<file path="src/logic/bmp_pkg.sv">
package bmp_pkg;
  localparam int FL_ADDR_W = 19;
  localparam int FL_DATA_W = 8;
  localparam int DD_W = 16;
  localparam int STRAP_SYNC = 2;
  localparam logic [23:0] CLASS_RAID = 24'h010400;
  localparam logic [23:0] CLASS_IDE = 24'h010185;
  localparam logic [31:0] BAR5_OFF = 32'h0000_0000;
  // flash address bit -> primary data pin index (bits 18..11, 9..3)
  localparam int A18_PIN = 7;
  localparam int A17_PIN = 5;
  localparam int A16_PIN = 8;
  localparam int A15_PIN = 9;
  localparam int A14_PIN = 4;
  localparam int A13_PIN = 3;
  localparam int A12_PIN = 10;
  localparam int A11_PIN = 0;
  localparam int A9_PIN = 1;
  localparam int A8_PIN = 2;
  localparam int A7_PIN = 11;
  localparam int A6_PIN = 12;
  localparam int A5_PIN = 13;
  localparam int A4_PIN = 14;
  localparam int A3_PIN = 15;
  localparam int WR_PIN = 6;
  // flash data bit -> secondary data pin index
  localparam int D7_PIN = 7;
  localparam int D6_PIN = 6;
  localparam int D5_PIN = 5;
  localparam int D4_PIN = 4;
  localparam int D3_PIN = 11;
  localparam int D2_PIN = 10;
  localparam int D1_PIN = 9;
  localparam int D0_PIN = 8;

  // boot memory request from the loader
  typedef struct packed {
    logic active;
    logic fl_sel;
    logic fl_rd;
    logic fl_wr;
    logic [FL_ADDR_W-1:0] fl_addr;
    logic [FL_DATA_W-1:0] fl_wdata;
    logic ee_clk;
    logic ee_data;
  } bmp_mem_req_s;

  // normal ata pin drive from the channel engines
  typedef struct packed {
    logic [DD_W-1:0] p_dd_o;
    logic p_dd_oe;
    logic p_da0;
    logic p_da1;
    logic p_da2;
    logic p_sel0_n;
    logic p_sel1_n;
    logic [DD_W-1:0] s_dd_o;
    logic s_dd_oe;
    logic s_sel0_n;
    logic s_sel1_n;
  } bmp_ata_drv_s;
endpackage

</file>
<file path="src/logic/bmp_pin_share.sv">
`timescale 1ns/1ps
// How it works
// flash address on primary ata pins
// flash byte on secondary data pins
// read strobe da1, write strobe dd6
// memory select low selects boot memory
// eeprom data sel1, clock sel0
// class strap picks raid or ide class
// bar5 strap low reads zeroes
// scan enable puts flops in shift
// test mode selects test functions
// reset returns registers to initial values
// host inputs sampled on rising clock
// interrupt pulls low only, open drain
// interrupt from drive interrupt requests
// pins serve memory during auto init
// host accesses retried while loading
// one select steers every shared pin
module bmp_pin_share import bmp_pkg::*; (
  // clock and reset
  input wire logic sys_clk,
  input wire logic rstn,
  // loader and ata engines
  input wire bmp_mem_req_s mem_req,
  input wire bmp_ata_drv_s ata_drv,
  output logic [FL_DATA_W-1:0] fl_rdata,
  output logic [DD_W-1:0] s_dd_in,
  // drive interrupts
  input wire logic primary_drive_irq,
  input wire logic secondary_drive_irq,
  // straps and test pins
  input wire logic class_select_strap,
  input wire logic bar5_enable_strap,
  input wire logic scan_en_pin,
  input wire logic test_mode_pin,
  // host side status
  input wire logic host_access,
  input wire logic [31:0] bar5_raw,
  output logic host_retry,
  output logic [23:0] class_code,
  output logic [31:0] bar5_value,
  output logic scan_shift,
  output logic test_active,
  output logic host_irq_a_n_o,
  output logic host_irq_a_n_oe,
  // primary channel pins
  input wire logic [DD_W-1:0] primary_drive_data_i,
  output logic [DD_W-1:0] primary_drive_data_o,
  output logic primary_drive_data_oe,
  output logic primary_drive_addr0,
  output logic primary_drive_addr1,
  output logic primary_drive_addr2,
  output logic primary_drive_sel0_n,
  output logic primary_drive_sel1_n,
  // secondary channel pins
  input wire logic [DD_W-1:0] secondary_drive_data_i,
  output logic [DD_W-1:0] secondary_drive_data_o,
  output logic secondary_drive_data_oe,
  output logic secondary_drive_sel0_n,
  output logic secondary_drive_sel1_n,
  // boot memory select
  output logic mem_sel_n
);
  logic [5:0] pin_sync;
  logic [DD_W-1:0] s_dd_sync;
  logic boot_mode;
  logic [DD_W-1:0] fl_pdd;
  logic [FL_DATA_W-1:0] fl_sdd;
  logic [FL_DATA_W-1:0] fl_rd_map;
  logic [DD_W-1:0] pdd_next;
  logic pdd_oe_next;
  logic [DD_W-1:0] sdd_next;
  logic sdd_oe_next;
  logic da0_next;
  logic da1_next;
  logic da2_next;
  logic psel0_next;
  logic psel1_next;
  logic ssel0_next;
  logic ssel1_next;
  logic irq_next;
  logic [DD_W-1:0] pdd_reg;
  logic pdd_oe_reg;
  logic [DD_W-1:0] sdd_reg;
  logic sdd_oe_reg;
  logic da0_reg;
  logic da1_reg;
  logic da2_reg;
  logic psel0_reg;
  logic psel1_reg;
  logic ssel0_reg;
  logic ssel1_reg;
  logic memsel_reg;
  logic irq_oe_reg;
  logic retry_reg;
  logic [23:0] class_reg;
  logic [31:0] bar5_reg;
  logic scan_reg;
  logic test_reg;
  logic [FL_DATA_W-1:0] rdata_reg;
  logic [DD_W-1:0] sdd_in_reg;

  // strap and pin levels come from outside: two flops first
  bmp_sync #(.W(6)) u_pin_sync (
    .sys_clk(sys_clk),
    .rstn(rstn),
    .d({class_select_strap, bar5_enable_strap, scan_en_pin, test_mode_pin,
        primary_drive_irq, secondary_drive_irq}),
    .q(pin_sync)
  );

  bmp_sync #(.W(DD_W)) u_dd_sync (
    .sys_clk(sys_clk),
    .rstn(rstn),
    .d(secondary_drive_data_i),
    .q(s_dd_sync)
  );

  assign boot_mode = mem_req.active;

  // flash address onto primary data pins; dd6 carries write strobe
  // pin positions come from the package so the map lives in one place
  always_comb begin
    fl_pdd = '0;
    fl_pdd[A18_PIN] = mem_req.fl_addr[18];
    fl_pdd[A17_PIN] = mem_req.fl_addr[17];
    fl_pdd[A16_PIN] = mem_req.fl_addr[16];
    fl_pdd[A15_PIN] = mem_req.fl_addr[15];
    fl_pdd[A14_PIN] = mem_req.fl_addr[14];
    fl_pdd[A13_PIN] = mem_req.fl_addr[13];
    fl_pdd[A12_PIN] = mem_req.fl_addr[12];
    fl_pdd[A11_PIN] = mem_req.fl_addr[11];
    fl_pdd[A9_PIN] = mem_req.fl_addr[9];
    fl_pdd[A8_PIN] = mem_req.fl_addr[8];
    fl_pdd[A7_PIN] = mem_req.fl_addr[7];
    fl_pdd[A6_PIN] = mem_req.fl_addr[6];
    fl_pdd[A5_PIN] = mem_req.fl_addr[5];
    fl_pdd[A4_PIN] = mem_req.fl_addr[4];
    fl_pdd[A3_PIN] = mem_req.fl_addr[3];
    fl_pdd[WR_PIN] = ~mem_req.fl_wr;
  end

  // byte lane mapping on secondary data pins
  assign fl_sdd = mem_req.fl_wdata;
  assign fl_rd_map = {s_dd_sync[D7_PIN], s_dd_sync[D6_PIN], s_dd_sync[D5_PIN],
                      s_dd_sync[D4_PIN], s_dd_sync[D3_PIN], s_dd_sync[D2_PIN],
                      s_dd_sync[D1_PIN], s_dd_sync[D0_PIN]};

  always_comb begin
    pdd_next = ata_drv.p_dd_o;
    pdd_oe_next = ata_drv.p_dd_oe;
    da0_next = ata_drv.p_da0;
    da1_next = ata_drv.p_da1;
    da2_next = ata_drv.p_da2;
    psel0_next = ata_drv.p_sel0_n;
    psel1_next = ata_drv.p_sel1_n;
    sdd_next = ata_drv.s_dd_o;
    sdd_oe_next = ata_drv.s_dd_oe;
    ssel0_next = ata_drv.s_sel0_n;
    ssel1_next = ata_drv.s_sel1_n;
    if (boot_mode) begin
      pdd_next = fl_pdd;
      pdd_oe_next = 1'b1;
      da0_next = mem_req.fl_addr[2];
      da2_next = mem_req.fl_addr[10];
      psel0_next = mem_req.fl_addr[1];
      psel1_next = mem_req.fl_addr[0];
      da1_next = ~mem_req.fl_rd;
      sdd_next = '0;
      sdd_next[D7_PIN] = fl_sdd[7];
      sdd_next[D6_PIN] = fl_sdd[6];
      sdd_next[D5_PIN] = fl_sdd[5];
      sdd_next[D4_PIN] = fl_sdd[4];
      sdd_next[D3_PIN] = fl_sdd[3];
      sdd_next[D2_PIN] = fl_sdd[2];
      sdd_next[D1_PIN] = fl_sdd[1];
      sdd_next[D0_PIN] = fl_sdd[0];
      sdd_oe_next = mem_req.fl_wr; // memory drives on reads
      ssel0_next = mem_req.ee_clk;
      ssel1_next = mem_req.ee_data;
    end
  end

  // irq asserted while either synced drive request is high
  assign irq_next = pin_sync[1] | pin_sync[0];

  always_ff @(posedge sys_clk or negedge rstn) begin
    if (!rstn) begin
      pdd_reg <= '0;
      pdd_oe_reg <= 1'b0;
      da0_reg <= 1'b0;
      da1_reg <= 1'b1;
      da2_reg <= 1'b0;
      psel0_reg <= 1'b1;
      psel1_reg <= 1'b1;
      sdd_reg <= '0;
      sdd_oe_reg <= 1'b0;
      ssel0_reg <= 1'b1;
      ssel1_reg <= 1'b1;
      memsel_reg <= 1'b1;
      irq_oe_reg <= 1'b0;
      retry_reg <= 1'b0;
    end else begin
      pdd_reg <= pdd_next;
      pdd_oe_reg <= pdd_oe_next;
      da0_reg <= da0_next;
      da1_reg <= da1_next;
      da2_reg <= da2_next;
      psel0_reg <= psel0_next;
      psel1_reg <= psel1_next;
      sdd_reg <= sdd_next;
      sdd_oe_reg <= sdd_oe_next;
      ssel0_reg <= ssel0_next;
      ssel1_reg <= ssel1_next;
      memsel_reg <= ~(boot_mode & mem_req.fl_sel);
      irq_oe_reg <= irq_next;
      retry_reg <= boot_mode & host_access;
    end
  end

  always_ff @(posedge sys_clk or negedge rstn) begin
    if (!rstn) begin
      class_reg <= CLASS_IDE;
      bar5_reg <= BAR5_OFF;
      scan_reg <= 1'b0;
      test_reg <= 1'b0;
      rdata_reg <= '0;
      sdd_in_reg <= '0;
    end else begin
      class_reg <= pin_sync[5] ? CLASS_IDE : CLASS_RAID;
      bar5_reg <= pin_sync[4] ? bar5_raw : BAR5_OFF;
      scan_reg <= pin_sync[3];
      test_reg <= pin_sync[2];
      rdata_reg <= fl_rd_map;
      sdd_in_reg <= s_dd_sync;
    end
  end

  assign primary_drive_data_o = pdd_reg;
  assign primary_drive_data_oe = pdd_oe_reg;
  assign primary_drive_addr0 = da0_reg;
  assign primary_drive_addr1 = da1_reg;
  assign primary_drive_addr2 = da2_reg;
  assign primary_drive_sel0_n = psel0_reg;
  assign primary_drive_sel1_n = psel1_reg;
  assign secondary_drive_data_o = sdd_reg;
  assign secondary_drive_data_oe = sdd_oe_reg;
  assign secondary_drive_sel0_n = ssel0_reg;
  assign secondary_drive_sel1_n = ssel1_reg;
  assign mem_sel_n = memsel_reg;
  // open drain: output level fixed low, only enable moves
  assign host_irq_a_n_o = 1'b0;
  assign host_irq_a_n_oe = irq_oe_reg;
  assign host_retry = retry_reg;
  assign class_code = class_reg;
  assign bar5_value = bar5_reg;
  assign scan_shift = scan_reg;
  assign test_active = test_reg;
  assign fl_rdata = rdata_reg;
  assign s_dd_in = sdd_in_reg;
endmodule

</file>
<file path="src/logic/bmp_sync.sv">
`timescale 1ns/1ps
module bmp_sync import bmp_pkg::*; #(
  parameter int W = 1
) (
  // clock and reset
  input wire logic sys_clk,
  input wire logic rstn,
  // data
  input wire logic [W-1:0] d,
  output logic [W-1:0] q
);
  logic [W-1:0] meta_reg;
  logic [W-1:0] q_reg;

  always_ff @(posedge sys_clk or negedge rstn) begin
    if (!rstn) begin
      meta_reg <= '0;
      q_reg <= '0;
    end else begin
      meta_reg <= d;
      q_reg <= meta_reg;
    end
  end

  assign q = q_reg;
endmodule

</file>
<file path="config.mk">
export PLATFORM = sky130hd
export DESIGN_NAME = bmp_pin_share
export DESIGN_NICKNAME = d
export VERILOG_FILES = /design/src/logic/bmp_pkg.sv /design/src/logic/bmp_pin_share.sv /design/src/logic/bmp_sync.sv
export SDC_FILE = /design/constraint.sdc
export NUM_CORES = 1
export LEC_CHECK = 0
export ABC_AREA = 1
export BUFFER_PORTS_ARGS = -buffer_cell sky130_fd_sc_hd__buf_2
export CAP_MARGIN = 20
export CORE_MARGIN = 8
export CORE_UTILIZATION = 39
export CTS_CLUSTER_DIAMETER = 60
export CTS_CLUSTER_SIZE = 12
export DETAILED_ROUTE_END_ITERATION = 7
export PLACE_DENSITY = 0.76
export REMOVE_ABC_BUFFERS = 1
export SKIP_CTS_REPAIR_TIMING = 1
export SKIP_LAST_GASP = 1
export SLEW_MARGIN = 20
export SYNTH_ARGS = -nofsm -noshare
export SYNTH_HDL_FRONTEND = slang
export SYNTH_SLANG_ARGS = --single-unit
</file>
<file path="constraint.sdc">
create_clock -name sys_clk -period 0.8 [get_ports sys_clk]
set_input_delay 0.16 -clock sys_clk [delete_from_list [all_inputs] [get_ports sys_clk]]
set_output_delay 0.16 -clock sys_clk [all_outputs]
set_load 0.01 [all_outputs]
</file>
==> flow_summary.json, run 1 <==
{
  "p_leak_nw": 4.52,
  "grt_max_degree": 35,
  "cts_max_level": 4,
  "slew_viol_final": 0,
  "postRouteAntennaNets": 0,
  "power_density_nw_per_um2": 2220,
  "largest_register_ffs": 32,
  "syn_area_per_cell_um2": 12.4,
  "via_count": 3948,
  "dp_hpwl_um": 9130,
  "clkTransAtPathRegs_ns": 0.06,
  "cp_max_fo": 4,
  "fin_ws_ns": -0.443,
  "finalHoldViolations": 0,
  "netlist_area_um2": 4590,
  "antenna_found_initial": 0,
  "path_buf_inv": 1,
  "ys_warn_count": 0,
  "clock_sinks": 140,
  "fmax_mhz": 804,
  "finalCritPeriodShare_pct": 155,
  "cts_tree": "done",
  "synth_top_area_share_pct": 72.6,
  "rsz0062_at_grt": "yes",
  "setup.worst_path.start_class": "flop",
  "grt_pass1_vias": 3641,
  "crit_chain": "buf_2",
  "synthCells": 369,
  "final_cell_mix": "buf_2 (201), dfrtp_1 (132), dlygate4sd3_1 (129), nand2_1 (95), buf_6 (37)",
  "violations": "setup timing",
  "min_period_ns": 1.24,
  "firstDrtPassIters": 4,
  "finalHoldWorstSlack_ns": 0.112,
  "p_total_mw": 18.2,
  "drt-initial-drc-count": 293,
  "required_ns": 0.64,
  "coreArea_um2": 11500,
  "nNetsFinal": 895,
  "grt_use_total_pct": 15.4,
  "drcViolationCount": 0,
  "mostFrequentLayoutCell": "buf_2",
  "die_h_um": 124,
  "clock_latency_ns": 0.41,
  "die_w_um": 124,
  "clk_path_buf_depth": 2,
  "status": "finished, violations left",
  "drv_cap": 0,
  "finClkSkew_ns": 0.00391,
  "ff_latch_area_um2": 3510,
  "root_buffer": "clkbuf_16",
  "fill_cells": 674,
  "setup_viol": 140,
  "io_buffer_count": 237,
  "grt_pass1_wl_um": 18700,
  "final_cells": 904,
  "wirelength_um": 16500,
  "synth_cell_types": 12,
  "multi_input_area_um2": 793,
  "cpPeakStageDelay_ns": 0.54,
  "antenna_cells": 0,
  "syn_to_final_growth_pct": 79.1,
  "gp_congestion": 0.805,
  "critPathKind": "flop to output port",
  "dp_cells": 740,
  "num_rows": 39,
  "seq_area_frac_synth_pct": 76.6,
  "hold_class": "input pin to flop",
  "irDropWorstVdd_v": 0.00159,
  "ys_seq_elements": 140,
  "crit_family": "flip-flops",
  "slowest_stage": "dfstp_2",
  "drive_gt1_share_pct": 45.1,
  "worst_ep_arrival_time_ns": 1.08,
  "vias_per_cell": 4.37,
  "endpoint_kind": "output port",
  "wire_per_inst_um": 18.3,
  "start_util_pct": 40.0,
  "place_area_um2": 5830,
  "dieArea_um2": 15500,
  "grt-ovfl-total": 0,
  "numCtsBuffers": 17,
  "finish.instance_area_um2": 8210,
  "yosys.area.top_type": "dfrtp_1",
  "synth_area_leaders": "dfrtp_1 (73%), nand2_1 (10%), buf_4 (5.9%)",
  "place_ws_ns": -0.0780,
  "ios": 274,
  "final_core_util_pct": 71.6,
  "tns_ns": -33.08
}
-- worst reg2reg max path, delay by kind of cell (launching register included) --
family                 cells  cell delay, ns
buffers and inverters      2            0.25
AND/OR/NAND/NOR            1            0.06
flip-flops                 1            0.49
-- where the power goes --
part	total (mW)	switching [mW]	internal, mW
registers	7.67	0.166	7.50
logic	2.31	1.09	1.22
clock network	8.22	3.08	5.14
-- final timing paths --
path,from,endpoint,slack [ns],cells past startpoint
min reg2reg,u_dd_sync.meta_reg[5],u_dd_sync.q[5],0.35,0
min in group asynchronous,rstn,u_dd_sync.q[3],0.20,2
min,mem_req[32],primary_drive_sel1_n,0.11,3
max,class_code[8],class_code[8],-0.44,1
max in group asynchronous,rstn,primary_drive_addr1,0.11,3
max reg2reg,u_pin_sync.q[4],bar5_value[21],-0.11,3
-- cells in the mapped netlist --
cell     count
buf_6        5
dfrtp_1    133
nand2_2      7
conb_1       2
buf_8        1
nor2_1       8
inv_1       44
inv_8        1
or2_2        2
buf_4       36
nand2_1    123
dfstp_2      7
-- metal layers --
| layer | global-route usage, % | vias to the layer above | share of wire (%) |
|---|---|---|---|
| met5 | 0 | - | 0 |
| met4 | 6.45 | 0 | 1.8 |
| met3 | 10.6 | 29 | 12 |
| met2 | 25.0 | 249 | 50 |
| met1 | 14.9 | 1891 | 36 |
| li1 | - | 1779 | - |
-- cells by family (layout without fill, tap and decap cells) --
kind of cell / Yosys count / after routing / share of synthesized area (%)
buffers and inverters: 87 / 461 / 11.3
flip-flops: 140 / 140 / 76.6
AND/OR/NAND/NOR: 140 / 140 / 12.0
other: 2 / 20 / 0.164
-- layout make-up --
class | instances | area share (%)
Sequential cell | 140 | 42.8
Tap cell | 143 | 2.18
Clock inverter | 13 | 2.13
Multi-Input combinational cell | 160 | 9.66
Clock buffer | 19 | 5.52
Inverter | 45 | 2.15
Timing Repair Buffer | 384 | 35.6
Power figures use the tool's default switching activity.
==> inputs of run 2 (changes only) <==
Settings changed: ABC_AREA 1 to unset, GPL_ROUTABILITY_DRIVEN set to 0.
==> run 2 against run 1 <==
The run still ends with setup timing left. Critical path depth unchanged. Largest power group is now sequential cells. Synthesized cell count down 30%. Critical endpoint is now class_code[2]. Via count down 13%. Largest cell class unchanged. Highest routed layer unchanged. Area after synthesis down 0.25%.
==> flow_summary.json, run 2 <==
{
  "status": "finished, violations left",
  "violations": "setup timing",
  "setup.worst_path.start_class": "flop",
  "finalHoldWorstSlack_ns": 0.0325,
  "switching_share_pct": 24.3,
  "p_sw_mw": 4.23,
  "syn_area_per_cell_um2": 17.6,
  "start_util_pct": 40.1,
  "drcViolationCount": 0,
  "whs_path_depth": 2,
  "p_leak_nw": 4.06,
  "wirelength_um": 14700,
  "netlist_area_um2": 4570,
  "cp_max_fo": 4,
  "dieArea_um2": 15500,
  "numCtsBuffers": 17,
  "hold_class": "input pin to flop",
  "endpoint_kind": "output port",
  "drt-initial-drc-count": 145,
  "clock_sinks": 140,
  "fmax_mhz": 795,
  "mostFrequentLayoutCell": "buf_2",
  "final_core_util_pct": 70.0,
  "crit_family": "flip-flops",
  "internal-power_mw": 13.2,
  "yosys.area.top_type": "dfrtp_1",
  "yosys_most_used_dff": "dfrtp_1",
  "tns_ns": -31.81,
  "critPathKind": "flop to output port",
  "synth_common_cells": "dfrtp_1 (133), and2_1 (33), buf_4 (31)",
  "cts_max_level": 4,
  "final_cell_mix": "buf_2 (198), dfrtp_1 (133), dlygate4sd3_1 (128), buf_6 (39), and2_1 (33)",
  "coreArea_um2": 11400,
  "p_total_mw": 17.4,
  "cts_tree": "done",
  "crit_chain": "buf_2",
  "synthCells": 260,
  "required_ns": 0.64,
  "ios": 274,
  "io_buffer_count": 237,
  "dp_hpwl_um": 8810,
  "setup_viol": 151,
  "firstDrtPassIters": 4,
  "wire_per_inst_um": 18.4,
  "dp_cells": 633,
  "irDropWorstVdd_v": 0.00180,
  "final_cells": 798,
  "largest_register_ffs": 32,
  "power_density_nw_per_um2": 2180,
  "cpPeakStageDelay_ns": 0.55,
  "grt_use_total_pct": 14.6,
  "synth_cell_types": 17,
  "grt_pass1_vias": 3285,
  "rsz0062_at_grt": "yes",
  "clk_path_buf_depth": 2,
  "ys_seq_elements": 140,
  "slowest_stage": "dfstp_2",
  "synthArstFlopShare_pct": 100,
  "syn_to_final_growth_pct": 74.7,
  "num_rows": 39,
  "min_period_ns": 1.26,
  "clock_latency_ns": 0.41,
  "root_buffer": "clkbuf_16",
  "postRouteAntennaNets": 0,
  "finalCritPeriodShare_pct": 157,
  "p_comb_share_pct": 12.6,
  "slew_viol_final": 0,
  "die_h_um": 124,
  "fin_ws_ns": -0.458,
  "synth_top_area_share_pct": 72.8,
  "grt_pass1_wl_um": 17500,
  "finalHoldViolations": 0,
  "ys_warn_count": 0,
  "via_count": 3423,
  "synth_edf_count": 0,
  "pwr-share-seq_pct": 43.9,
  "finClkSkew_ns": 0.00554,
  "synth_area_leaders": "dfrtp_1 (73%), mux2_4 (8.9%), buf_4 (5.1%)",
  "drive_gt1_share_pct": 49.4,
  "nNetsFinal": 784,
  "r2r_cells": 2,
  "clkTransAtPathRegs_ns": 0.06,
  "path_buf_inv": 1,
  "antenna_found_initial": 5,
  "die_w_um": 124,
  "pwr-share-clk_pct": 43.5,
  "synth.most_common_cell": "dfrtp_1",
  "cp_num_cells": 1,
  "worst_ep_arrival_time_ns": 1.10,
  "grt-ovfl-total": 0,
  "drv_cap": 0,
  "grt_max_degree": 33,
  "seq_area_frac_synth_pct": 76.8,
  "vias_per_cell": 4.29
}
## run 2: cell types whose count changed after synthesis, sizes merged
cell	previous run	this run
mux2i	0	2
mux2	0	30
clkbuf	0	3
nor2b	0	8
and2	0	33
buf	42	36
nand2	130	1
inv	45	3
nor2	8	0
## run 2: final timing paths
path | start | end | slack, ns
max in group asynchronous | rstn | mem_sel_n | 0.14
min | ata_drv[6] | secondary_drive_data_o[3] | 0.03
max reg2reg | u_pin_sync.q[4] | bar5_value[17] | -0.04
min reg2reg | u_pin_sync.meta_reg[5] | u_pin_sync.q[5] | 0.34
max | class_code[8] | class_code[2] | -0.46
min in group asynchronous | rstn | s_dd_in[9] | 0.18
## run 2: layer usage
metal / vias to the layer above / track usage [%] / wire [um]
met5: - / 0 / 0
li1: 1532 / - / -
met2: 198 / 24.2 / 7510
met1: 1649 / 13.9 / 4980
met3: 44 / 9.36 / 1670
met4: 0 / 6.66 / 534
## run 2: final cells by class
cell class	instances	area [um2]
Antenna cell	5	12.5
Clock buffer	17	425
Clock inverter	15	153
Fill cell	705	3430
Inverter	3	11.3
Multi-Input combinational cell	96	807
Sequential cell	140	3510
Tap cell	143	179
Timing Repair Buffer	379	2890
## run 2: power by group through the flow
stage	clock network (mW)	registers (mW)	logic, mW
floorplan	0	7.91	0.312
global placement	0	7.72	1.47
detailed placement	0	7.74	1.51
CTS	7.75	7.61	1.52
global route	8.10	7.69	2.36
finish	7.57	7.65	2.20
## run 2: metrics by stage
step           instance area [um2]  setup slack [ns]
3_3_place_gp                  5880            -0.153
3_5_place_dp                  5880            -0.175
4_1_cts                       6460            -0.491
2_1_floorplan                 4330           -0.0579
6_report                      7990            -0.458
5_1_grt                       7990            -0.500
## run 2: kinds of logic (layout without fill, tap and decap cells)
kind of cell | after synthesis | in the layout | synth area share [%]
other | 2 | 25 | 0.164
DFF | 140 | 140 | 76.8
muxes | 32 | 32 | 10.0
and+or+nand+nor | 44 | 44 | 5.96
buffers and inverters | 42 | 414 | 7.06
